--- config.mk ---
export PLATFORM = sky130hd
export DESIGN_NAME = cdspa_top
export DESIGN_NICKNAME = d
export VERILOG_FILES = /design/src/include/cdspa_pkg.sv /design/src/rtl/cdspa_sysref_capture.sv /design/src/rtl/cdspa_top.sv
export SDC_FILE = /design/constraint.sdc
export NUM_CORES = 1
export LEC_CHECK = 0
export BUFFER_PORTS_ARGS = -buffer_cell sky130_fd_sc_hd__buf_2
export CAP_MARGIN = 20
export CORE_ASPECT_RATIO = 1.1
export CORE_UTILIZATION = 30
export CTS_CLUSTER_SIZE = 28
export DETAILED_ROUTE_END_ITERATION = 8
export PLACE_DENSITY_LB_ADDON = 0.12
export SLEW_MARGIN = 0
export SYNTH_ARGS = -nofsm -noshare
export SYNTH_HDL_FRONTEND = slang
export SYNTH_SLANG_ARGS = --single-unit
export TNS_END_PERCENT = 20
--- constraint.sdc ---
create_clock -name MCLK -period 3.15 [get_ports MCLK]
set_input_delay 0.315 -clock MCLK [delete_from_list [all_inputs] [get_ports MCLK]]
set_output_delay 0.315 -clock MCLK [all_outputs]
set_load 0.02 [all_outputs]
--- src/include/cdspa_pkg.sv ---
// Purpose: Shared constants and types for the divider phase align block
// Assumes: APB with 32-bit data, one register per aligned word
// Notes:   Register indexes are kept; byte address is four times the index
`default_nettype none
package cdspa_pkg;
  // Register indexes and the bus address width
  localparam int          ADDR_W            = 12;
  localparam logic [11:0] IDX_DIV_CTRL      = 12'h0108;
  localparam logic [11:0] IDX_PHASE_OFS     = 12'h0109;
  localparam logic [11:0] IDX_ALIGN_CTRL    = 12'h010A;
  localparam logic [11:0] IDX_SYSREF_STATUS = 12'h010B;
  localparam logic [11:0] IDX_SYSREF_MODE   = 12'h0120;
  localparam logic [11:0] IDX_SYSREF_PHASE  = 12'h0129;
  // Field positions
  localparam int AUTO_BIT  = 7;
  localparam int NEG_LSB   = 2;
  localparam int POS_LSB   = 0;
  localparam int MODE_LSB  = 1;
  localparam int RATIO_LSB = 0;
  localparam int PHASE_LSB = 0;
  // Reset values
  localparam logic [7:0] RST_DIV_CTRL   = 8'h00;
  localparam logic [7:0] RST_PHASE_OFS  = 8'h00;
  localparam logic [7:0] RST_ALIGN_CTRL = 8'h00;
  localparam logic [7:0] RST_MODE       = 8'h00;
  localparam logic [3:0] RST_PHASE      = 4'h0;
  // Divider ratio codes and half-cycle step per clock
  localparam logic [2:0] RATIO_DIV2 = 3'h1;
  localparam logic [2:0] RATIO_DIV4 = 3'h3;
  localparam logic [3:0] HALF_STEP  = 4'h2;

  typedef logic [3:0] cdspa_phase_t;

  // Live configuration handed to the capture unit
  typedef struct packed {
    logic         auto_en;
    logic [1:0]   neg_win;
    logic [1:0]   pos_win;
    logic         sysref_on;
    cdspa_phase_t period;
  } cdspa_cfg_s;

  // One SYSREF capture result
  typedef struct packed {
    logic         hit;
    logic         ignored;
    cdspa_phase_t phase;
  } cdspa_capture_s;
endpackage
`default_nettype wire

--- src/rtl/cdspa_sysref_capture.sv ---
// Purpose: Catch SYSREF rising edges and the divider phase at that moment
// Assumes: SYSREF is synchronous to the device clock
// Notes:   Result appears one clock after the edge
`timescale 1ns/1ns
`default_nettype none
module cdspa_sysref_capture (
  // Clock and reset
  input  wire logic                     clk,
  input  wire logic                     rst_n,
  // Event and context
  input  wire logic                     sysref,
  input  wire cdspa_pkg::cdspa_cfg_s    cfg,
  input  wire cdspa_pkg::cdspa_phase_t  div_phase,
  // Result
  output cdspa_pkg::cdspa_capture_s     cap
);
  import cdspa_pkg::*;

  logic           sysref_q;
  logic           next_sysref_q;
  cdspa_capture_s next_cap;
  logic           edge_seen;
  logic           in_window;

  always_comb begin
    next_sysref_q = sysref;
    edge_seen     = sysref && !sysref_q;
    // Near the divider edge the event counts as aligned and is dropped
    in_window = (div_phase != 4'h0) &&
                ((div_phase <= {2'b00, cfg.pos_win}) ||
                 (div_phase >= cfg.period - {2'b00, cfg.neg_win}));
    next_cap.hit     = edge_seen && cfg.sysref_on && cfg.auto_en;
    next_cap.ignored = cfg.auto_en && in_window;
    next_cap.phase   = div_phase;
  end

  always_ff @(posedge clk or negedge rst_n) begin
    if (!rst_n) begin
      sysref_q <= 1'b0;
      cap      <= '0;
    end else begin
      sysref_q <= next_sysref_q;
      cap      <= next_cap;
    end
  end

  property p_no_hit_when_off;
    @(posedge clk) disable iff (!rst_n)
      !cfg.auto_en |=> !cap.hit;
  endproperty
  a_no_hit_when_off: assert property (p_no_hit_when_off) else $error("capture while auto adjust off");

  property p_phase_taken;
    @(posedge clk) disable iff (!rst_n)
      (sysref && !sysref_q && cfg.sysref_on && cfg.auto_en) |=> (cap.hit && cap.phase == $past(div_phase));
  endproperty
  a_phase_taken: assert property (p_phase_taken) else $error("sysref phase not captured");

  property p_exact_window;
    @(posedge clk) disable iff (!rst_n)
      (cfg.neg_win == 2'h0 && cfg.pos_win == 2'h0) |=> !cap.ignored;
  endproperty
  a_exact_window: assert property (p_exact_window) else $error("zero windows ignored an event");
endmodule
`default_nettype wire

--- src/rtl/cdspa_top.sv ---
// Purpose: Input clock divider phase control with SYSREF auto alignment
// Assumes: MCLK is the device input clock; APB master keeps the protocol
// Notes:   Phases count in half input-clock units
`timescale 1ns/1ns
`default_nettype none
module cdspa_top (
  // Clock and reset
  input  wire logic                          MCLK,
  input  wire logic                          RST_N,
  // APB slave
  input  wire logic                          PSEL,
  input  wire logic                          PENABLE,
  input  wire logic                          PWRITE,
  input  wire logic [cdspa_pkg::ADDR_W-1:0]  PADDR,
  input  wire logic [31:0]                   PWDATA,
  output logic      [31:0]                   PRDATA,
  output logic                               PREADY,
  output logic                               PSLVERR,
  // Timing reference
  input  wire logic                          SYSREF,
  // Divider view
  output logic                               DIV_OUT,
  output cdspa_pkg::cdspa_phase_t            DIV_PHASE
);
  import cdspa_pkg::*;

  // Register file
  logic [2:0]     ratio;
  logic [3:0]     phase_ofs;
  logic           auto_en;
  logic [1:0]     neg_win;
  logic [1:0]     pos_win;
  logic [1:0]     sysref_mode;
  cdspa_phase_t   sys_phase;
  logic [2:0]     next_ratio;
  logic [3:0]     next_phase_ofs;
  logic           next_auto_en;
  logic [1:0]     next_neg_win;
  logic [1:0]     next_pos_win;
  logic [1:0]     next_sysref_mode;
  cdspa_phase_t   next_sys_phase;
  // Bus answer
  logic [31:0]    next_prdata;
  logic           next_pready;
  logic           next_pslverr;
  logic           bus_done;
  logic [11:0]    idx;
  logic           addr_ok;
  logic [7:0]     rd_byte;
  // Divider
  cdspa_phase_t   div_cnt;
  cdspa_phase_t   next_div_cnt;
  cdspa_phase_t   eff_ofs;
  cdspa_phase_t   adj_phase;
  cdspa_phase_t   half_period;
  logic           next_div_out;
  cdspa_phase_t   next_div_phase;
  cdspa_cfg_s     cfg;
  cdspa_capture_s cap;

  always_comb begin
    // Word-aligned addresses only; the low two bits are ignored
    idx         = {2'b00, PADDR[ADDR_W-1:2]};
    bus_done    = PSEL && PENABLE && PREADY;
    addr_ok     = 1'b1;
    rd_byte     = 8'h00;
    unique case (idx)
      IDX_DIV_CTRL:      rd_byte = {5'h00, ratio};
      IDX_PHASE_OFS:     rd_byte = {4'h0, phase_ofs};
      IDX_ALIGN_CTRL:    rd_byte = {auto_en, 3'b000, neg_win, pos_win};
      IDX_SYSREF_STATUS: rd_byte = {4'h0, sys_phase};
      IDX_SYSREF_MODE:   rd_byte = {5'h00, sysref_mode, 1'b0};
      IDX_SYSREF_PHASE:  rd_byte = {4'h0, sys_phase};
      default:           addr_ok = 1'b0;
    endcase
    // One wait state: ready rises in the second access cycle
    next_pready  = PSEL && PENABLE && !PREADY;
    next_prdata  = PRDATA;
    next_pslverr = 1'b0;
    if (next_pready) begin
      next_prdata  = PWRITE ? 32'h0000_0000 : {24'h00_0000, rd_byte};
      next_pslverr = !addr_ok;
    end
  end

  always_comb begin
    next_ratio       = ratio;
    next_phase_ofs   = phase_ofs;
    next_auto_en     = auto_en;
    next_neg_win     = neg_win;
    next_pos_win     = pos_win;
    next_sysref_mode = sysref_mode;
    next_sys_phase   = sys_phase;
    if (bus_done && PWRITE) begin
      unique case (idx)
        IDX_DIV_CTRL:    next_ratio = PWDATA[RATIO_LSB +: 3];
        IDX_PHASE_OFS:   next_phase_ofs = PWDATA[PHASE_LSB +: 4];
        IDX_ALIGN_CTRL: begin
          // Bits 6:4 have no storage, so writes there vanish
          next_auto_en = PWDATA[AUTO_BIT];
          next_neg_win = PWDATA[NEG_LSB +: 2];
          next_pos_win = PWDATA[POS_LSB +: 2];
        end
        IDX_SYSREF_MODE: next_sysref_mode = PWDATA[MODE_LSB +: 2];
        default: begin
        end
      endcase
    end
    // Accepted events replace the stored phase; dropped ones leave it
    if (cap.hit && !cap.ignored) begin
      next_sys_phase = cap.phase;
    end
  end

  always_ff @(posedge MCLK or negedge RST_N) begin
    if (!RST_N) begin
      ratio       <= RST_DIV_CTRL[2:0];
      phase_ofs   <= RST_PHASE_OFS[3:0];
      auto_en     <= RST_ALIGN_CTRL[AUTO_BIT];
      neg_win     <= RST_ALIGN_CTRL[NEG_LSB +: 2];
      pos_win     <= RST_ALIGN_CTRL[POS_LSB +: 2];
      sysref_mode <= RST_MODE[MODE_LSB +: 2];
      sys_phase   <= RST_PHASE;
      PRDATA      <= 32'h0000_0000;
      PREADY      <= 1'b0;
      PSLVERR     <= 1'b0;
    end else begin
      ratio       <= next_ratio;
      phase_ofs   <= next_phase_ofs;
      auto_en     <= next_auto_en;
      neg_win     <= next_neg_win;
      pos_win     <= next_pos_win;
      sysref_mode <= next_sysref_mode;
      sys_phase   <= next_sys_phase;
      PRDATA      <= next_prdata;
      PREADY      <= next_pready;
      PSLVERR     <= next_pslverr;
    end
  end

  always_comb begin
    // Period in half units; unlisted ratio codes fall back to divide by 1
    unique case (ratio)
      RATIO_DIV2: half_period = 4'h4;
      RATIO_DIV4: half_period = 4'h8;
      default:    half_period = 4'h2;
    endcase
    cfg.auto_en   = auto_en;
    // Windows are cleared to zero unless auto adjust is on
    cfg.neg_win   = auto_en ? neg_win : 2'b00;
    cfg.pos_win   = auto_en ? pos_win : 2'b00;
    cfg.sysref_on = (sysref_mode != 2'b00);
    cfg.period    = half_period;
    next_div_cnt  = (div_cnt + HALF_STEP) & (half_period - 4'h1);
    eff_ofs       = auto_en ? sys_phase + phase_ofs : phase_ofs;
    // Odd offsets give half-unit steps in DIV_PHASE only; DIV_OUT is registered on MCLK rising edges and moves in whole clocks
    adj_phase     = (div_cnt - eff_ofs) & (half_period - 4'h1);
    next_div_out  = (adj_phase < (half_period >> 1));
    next_div_phase = adj_phase;
  end

  always_ff @(posedge MCLK or negedge RST_N) begin
    if (!RST_N) begin
      div_cnt   <= RST_PHASE;
      DIV_OUT   <= 1'b0;
      DIV_PHASE <= RST_PHASE;
    end else begin
      div_cnt   <= next_div_cnt;
      DIV_OUT   <= next_div_out;
      DIV_PHASE <= next_div_phase;
    end
  end

  cdspa_sysref_capture u_capture (
    .clk       (MCLK),
    .rst_n     (RST_N),
    .sysref    (SYSREF),
    .cfg       (cfg),
    .div_phase (div_cnt),
    .cap       (cap)
  );

  property p_offset_delay;
    @(posedge MCLK) disable iff (!RST_N)
      DIV_PHASE == (($past(div_cnt) - $past(eff_ofs)) & ($past(half_period) - 4'h1));
  endproperty
  a_offset_delay: assert property (p_offset_delay) else $error("divider phase not delayed by offset");

  property p_sum_offset;
    @(posedge MCLK) disable iff (!RST_N)
      auto_en |-> eff_ofs == cdspa_phase_t'(sys_phase + phase_ofs);
  endproperty
  a_sum_offset: assert property (p_sum_offset) else $error("effective offset is not the sum");

  property p_off_untouched;
    @(posedge MCLK) disable iff (!RST_N)
      !auto_en |-> eff_ofs == phase_ofs;
  endproperty
  a_off_untouched: assert property (p_off_untouched) else $error("sysref moved phase while off");

  property p_realign;
    @(posedge MCLK) disable iff (!RST_N)
      (cap.hit && !cap.ignored) |=> sys_phase == $past(cap.phase);
  endproperty
  a_realign: assert property (p_realign) else $error("accepted sysref did not realign");

  property p_window_drop;
    @(posedge MCLK) disable iff (!RST_N)
      (cap.hit && cap.ignored) |=> $stable(sys_phase);
  endproperty
  a_window_drop: assert property (p_window_drop) else $error("windowed sysref changed phase");

  property p_window_gate;
    @(posedge MCLK) disable iff (!RST_N)
      !auto_en |-> (cfg.neg_win == 2'b00 && cfg.pos_win == 2'b00);
  endproperty
  a_window_gate: assert property (p_window_gate) else $error("windows live while auto off");

  property p_reserved_zero;
    @(posedge MCLK) disable iff (!RST_N)
      (PSEL && PENABLE && !PWRITE && !PREADY && idx == IDX_ALIGN_CTRL) |=> PRDATA[6:4] == 3'b000;
  endproperty
  a_reserved_zero: assert property (p_reserved_zero) else $error("reserved bits read nonzero");
endmodule
`default_nettype wire

==> impl_metrics.yaml <==
grt:
  antenna_found_initial: 0
  grt_pass1_vias: 1347
  grt_pass1_wl_microns: 6810
  gr-usage-all-layers_pct: 12.2
  grt_max_degree: 39
  grt_overflow: 0
drt:
  ant_nets: 0
  drt_iter0_markers: 35
  drc: 0
  via_count: 1381
  dr_wl_met3_microns: 160
  drt_wl_total_microns: 3970
  route.top_layer_used: "met4"
  first_pass_iters: 4
  wl_per_cell_microns: 12.9
  dr_wl_met2_microns: 1770
  drt-met1-wl_microns: 1980
  drt-vias-per-instance: 4.50
power:
  ir_worst_vdd_uv: 243
  pwr-share-clk_pct: 35.5
  p_switching_w: 0.000230
  p_leak_nw: 1.20
  seqPwrFrac_pct: 55.6
  p_sw_share_pct: 25.9
  power_frac_comb_pct: 8.9
  p_per_area_mw_per_mm2: 379
  p_int_w: 0.000658
logic_synthesis:
  ys_types: 39
  ys_seq_elements: 38
  synth_cells: 187
  syn-cell-area_sq_mm: 0.00212
  avgSynthCellArea_sq_um: 11.3
  yosys_warnings: 0
  yosysSeqAreaShare_pct: 44.9
worst_setup_path:
  cp_max_fo: 10
  crit_type: "reg2reg"
  cp_cell_sequence: "nand2_1 -> fa_1 -> inv_1 -> ha_1 -> nor2b_1 -> o21a_1 -> o21ai_0 -> a21oi_1"
  worst_setup_path_end_kind: "flip-flop"
  crit_start: "auto_en"
  critPathMaxStageDelay_ns: 0.59
  r2r_cells: 8
  crit_arrival_ns: 2.46
  worst-path-stages: 8
  required_ns: 3.32
  cp-start-kind: "flip-flop"
  critPathSlowestCell: "dfrtp_1"
  timing.rr.start: "auto_en"
  crit_buf_inv: 1
  cpLargestDelayFamily: "adder cells"
clocking:
  clkTransAtPathRegs_ns: 0.08
  cts_buffer_depth: 2
  cts_resized: 0
  htree_levels: 2
  clk_latency_ns: 0.28
  cts_buffers: 5
  cts_root_buf: "clkbuf_8"
  ctsHoldBuffers: 0
  tritoncts: "done"
  postCtsSetupBuffers: 0
  cts.sinks: 38
sta:
  fin_worst_skew_ns: 0.00510
  tns_ns: 0
  period_share_pct: 72.9
  hold_viol: 0
  rsz0062_at_grt: "no"
  layout_min_cycle_time_ns: 2.30
  tightestPinTransition_ns: 0.847
  drv_slew: 0
  slew_headroom_pct: 43.5
  holdWs_ns: 0.132
  setup_viol: 0
  fmax_mhz: 436
floorplan:
  ios: 89
  row_count: 31
  die_x_microns: 82.1
  die_area_sq_mm: 0.00740
  die_h_microns: 90.1
  initial_core_util_pct: 31.6
  core_sq_mm: 0.00671
placed_design:
  portBuffers: 32
  place_inst: 300
  gp_congestion: 0.714
  hpwl_microns: 3050
status:
  status: "finished, final reports clean"
final_layout:
  drive_above_1_share_pct: 28.9
  syn_to_final_growth_pct: 10.6
  layout.cells.non_filler: 307
  fin_nets: 288
  diodes: 0
worst_hold_path:
  hold_path_class: "in2async"
run:
  max_cap_viol_count: 0
==> per-stage QoR <==
stage	util, %	power (W)	cell area, sq um	setup WS, ns
after global routing	34.9	0.000930	2340	0.651
after CTS	34.9	0.000901	2340	0.824
final	34.9	0.000888	2340	0.854
after detailed placement	33.7	0.000584	2260	0.864
after global placement	33.7	0.000584	2260	0.843
after floorplan	-	0.000578	2220	1.01
==> cells in the final DEF, fill, tap and decap left out, drive strengths merged, types with 2 or more instances in the layout <==
master	instances
mux2i	3
nor4	2
clkinv	2
nor3	3
xnor2	3
nand2b	3
mux2	21
a32oi	3
fa	2
ha	11
clkbuf	5
conb	29
a21oi	4
buf	33
inv	6
nor2	7
a22oi	2
o2bb2ai	3
nand3	2
nand4	3
nand2	14
nor2b	5
dfrtp	38
o21ai	7
==> state kept, by name, indices dropped and copies added, names as in the netlist <==
| signal | cells |
|---|---|
| PRDATA | 5 |
| u_capture.cap | 5 |
| DIV_PHASE | 4 |
| phase_ofs | 4 |
| div_cnt | 3 |
| ratio | 3 |
| sys_phase | 3 |
| neg_win | 2 |
| pos_win | 2 |
| sysref_mode | 2 |
| DIV_OUT | 1 |
| PREADY | 1 |
| PSLVERR | 1 |
| auto_en | 1 |
| u_capture.sysref_q | 1 |
==> worst reg2reg max path, stage by stage, from the launching register on <==
cell and delay [ns]:
dfrtp_1 0.59, nand2_1 0.20, fa_1 0.57, inv_1 0.04, ha_1 0.25, nor2b_1 0.13
o21a_1 0.16, o21ai_0 0.15, a21oi_1 0.08
==> power groups by stage <==
stage / sequential (W) / clock, W / combinational [W]
global placement: 0.000503 / 0 / 0.0000807
CTS: 0.000494 / 0.000327 / 0.0000802
global route: 0.000494 / 0.000346 / 0.0000902
detailed placement: 0.000503 / 0 / 0.0000802
floorplan: 0.000506 / 0 / 0.0000726
finish: 0.000494 / 0.000315 / 0.0000791
==> metal layers <==
metal  track usage [%]  up-vias
met5                 0        -
met2              16.5       39
met1              18.5      662
li1                  -      675
met4              3.95        0
met3              3.25        5
==> cell usage after synthesis <==
cell type,number,area share (%)
a32oi_1,3,1.2
nand3_1,2,0.47
o21ai_0,7,1.7
or2b_2,1,0.41
o2bb2ai_1,3,1.2
buf_4,27,9.6
mux2_2,21,11
xor2_1,1,0.41
nand3b_1,1,0.35
nand4_1,3,0.89
o211ai_1,1,0.35
buf_1,1,0.18
ha_1,11,6.5
dfrtp_1,38,45
o31ai_1,1,0.35
nor3b_4,1,0.89
buf_6,2,1.1
fa_1,2,1.9
nor2b_1,5,1.5
nand2_1,14,2.5
a21oi_1,4,0.95
nor4_1,2,0.59
a41oi_1,1,0.41
and3_1,1,0.30
and4_1,1,0.41
nand2b_1,3,0.89
a211oi_1,1,0.35
a22oi_1,2,0.71
inv_1,6,1.1
conb_1,1,0.18
o21a_1,1,0.35
and2b_1,1,0.35
a31oi_1,1,0.30
nor3_1,2,0.47
xnor2_1,3,1.2
nor3_4,1,0.77
or3b_4,1,0.53
mux2i_1,3,1.4
nor2_1,7,1.2
==> path summary, 6_finish.rpt <==
check / endpoint / slack [ns]
setup / recovery: u_capture.cap[4] / 0.85
hold / removal: div_cnt[2] / 0.13
setup reg to reg: u_capture.cap[4] / 0.85
hold reg to reg: u_capture.cap[5] / 0.40
max in group asynchronous: PREADY / 2.48
min in group MCLK: u_capture.sysref_q / 0.15
==> cell type report <==
class	instances	area, sq um
Sequential cell	38	951
Multi-Input combinational cell	141	1020
Clock inverter	2	10.0
Inverter	6	22.5
Fill cell	695	4370
Clock buffer	5	68.8
Timing Repair Buffer	33	168
Tap cell	82	103
==> cells by family (layout without fill, tap and decap cells) <==
| kind of cell | count (synthesis) | in the layout | synth area share, % |
|---|---|---|---|
| AO/OA/AOI/OAI | 25 | 25 | 7.92 |
| XOR/XNOR | 4 | 4 | 1.65 |
| adder cells (fa/ha/maj) | 13 | 13 | 8.39 |
| buffers and inverters | 36 | 46 | 11.9 |
| multiplexers | 24 | 24 | 12.6 |
| other | 1 | 29 | 0.177 |
| AND/OR/NAND/NOR | 46 | 46 | 12.5 |
| flip-flops | 38 | 38 | 44.9 |
Power figures use the tool's default switching activity.
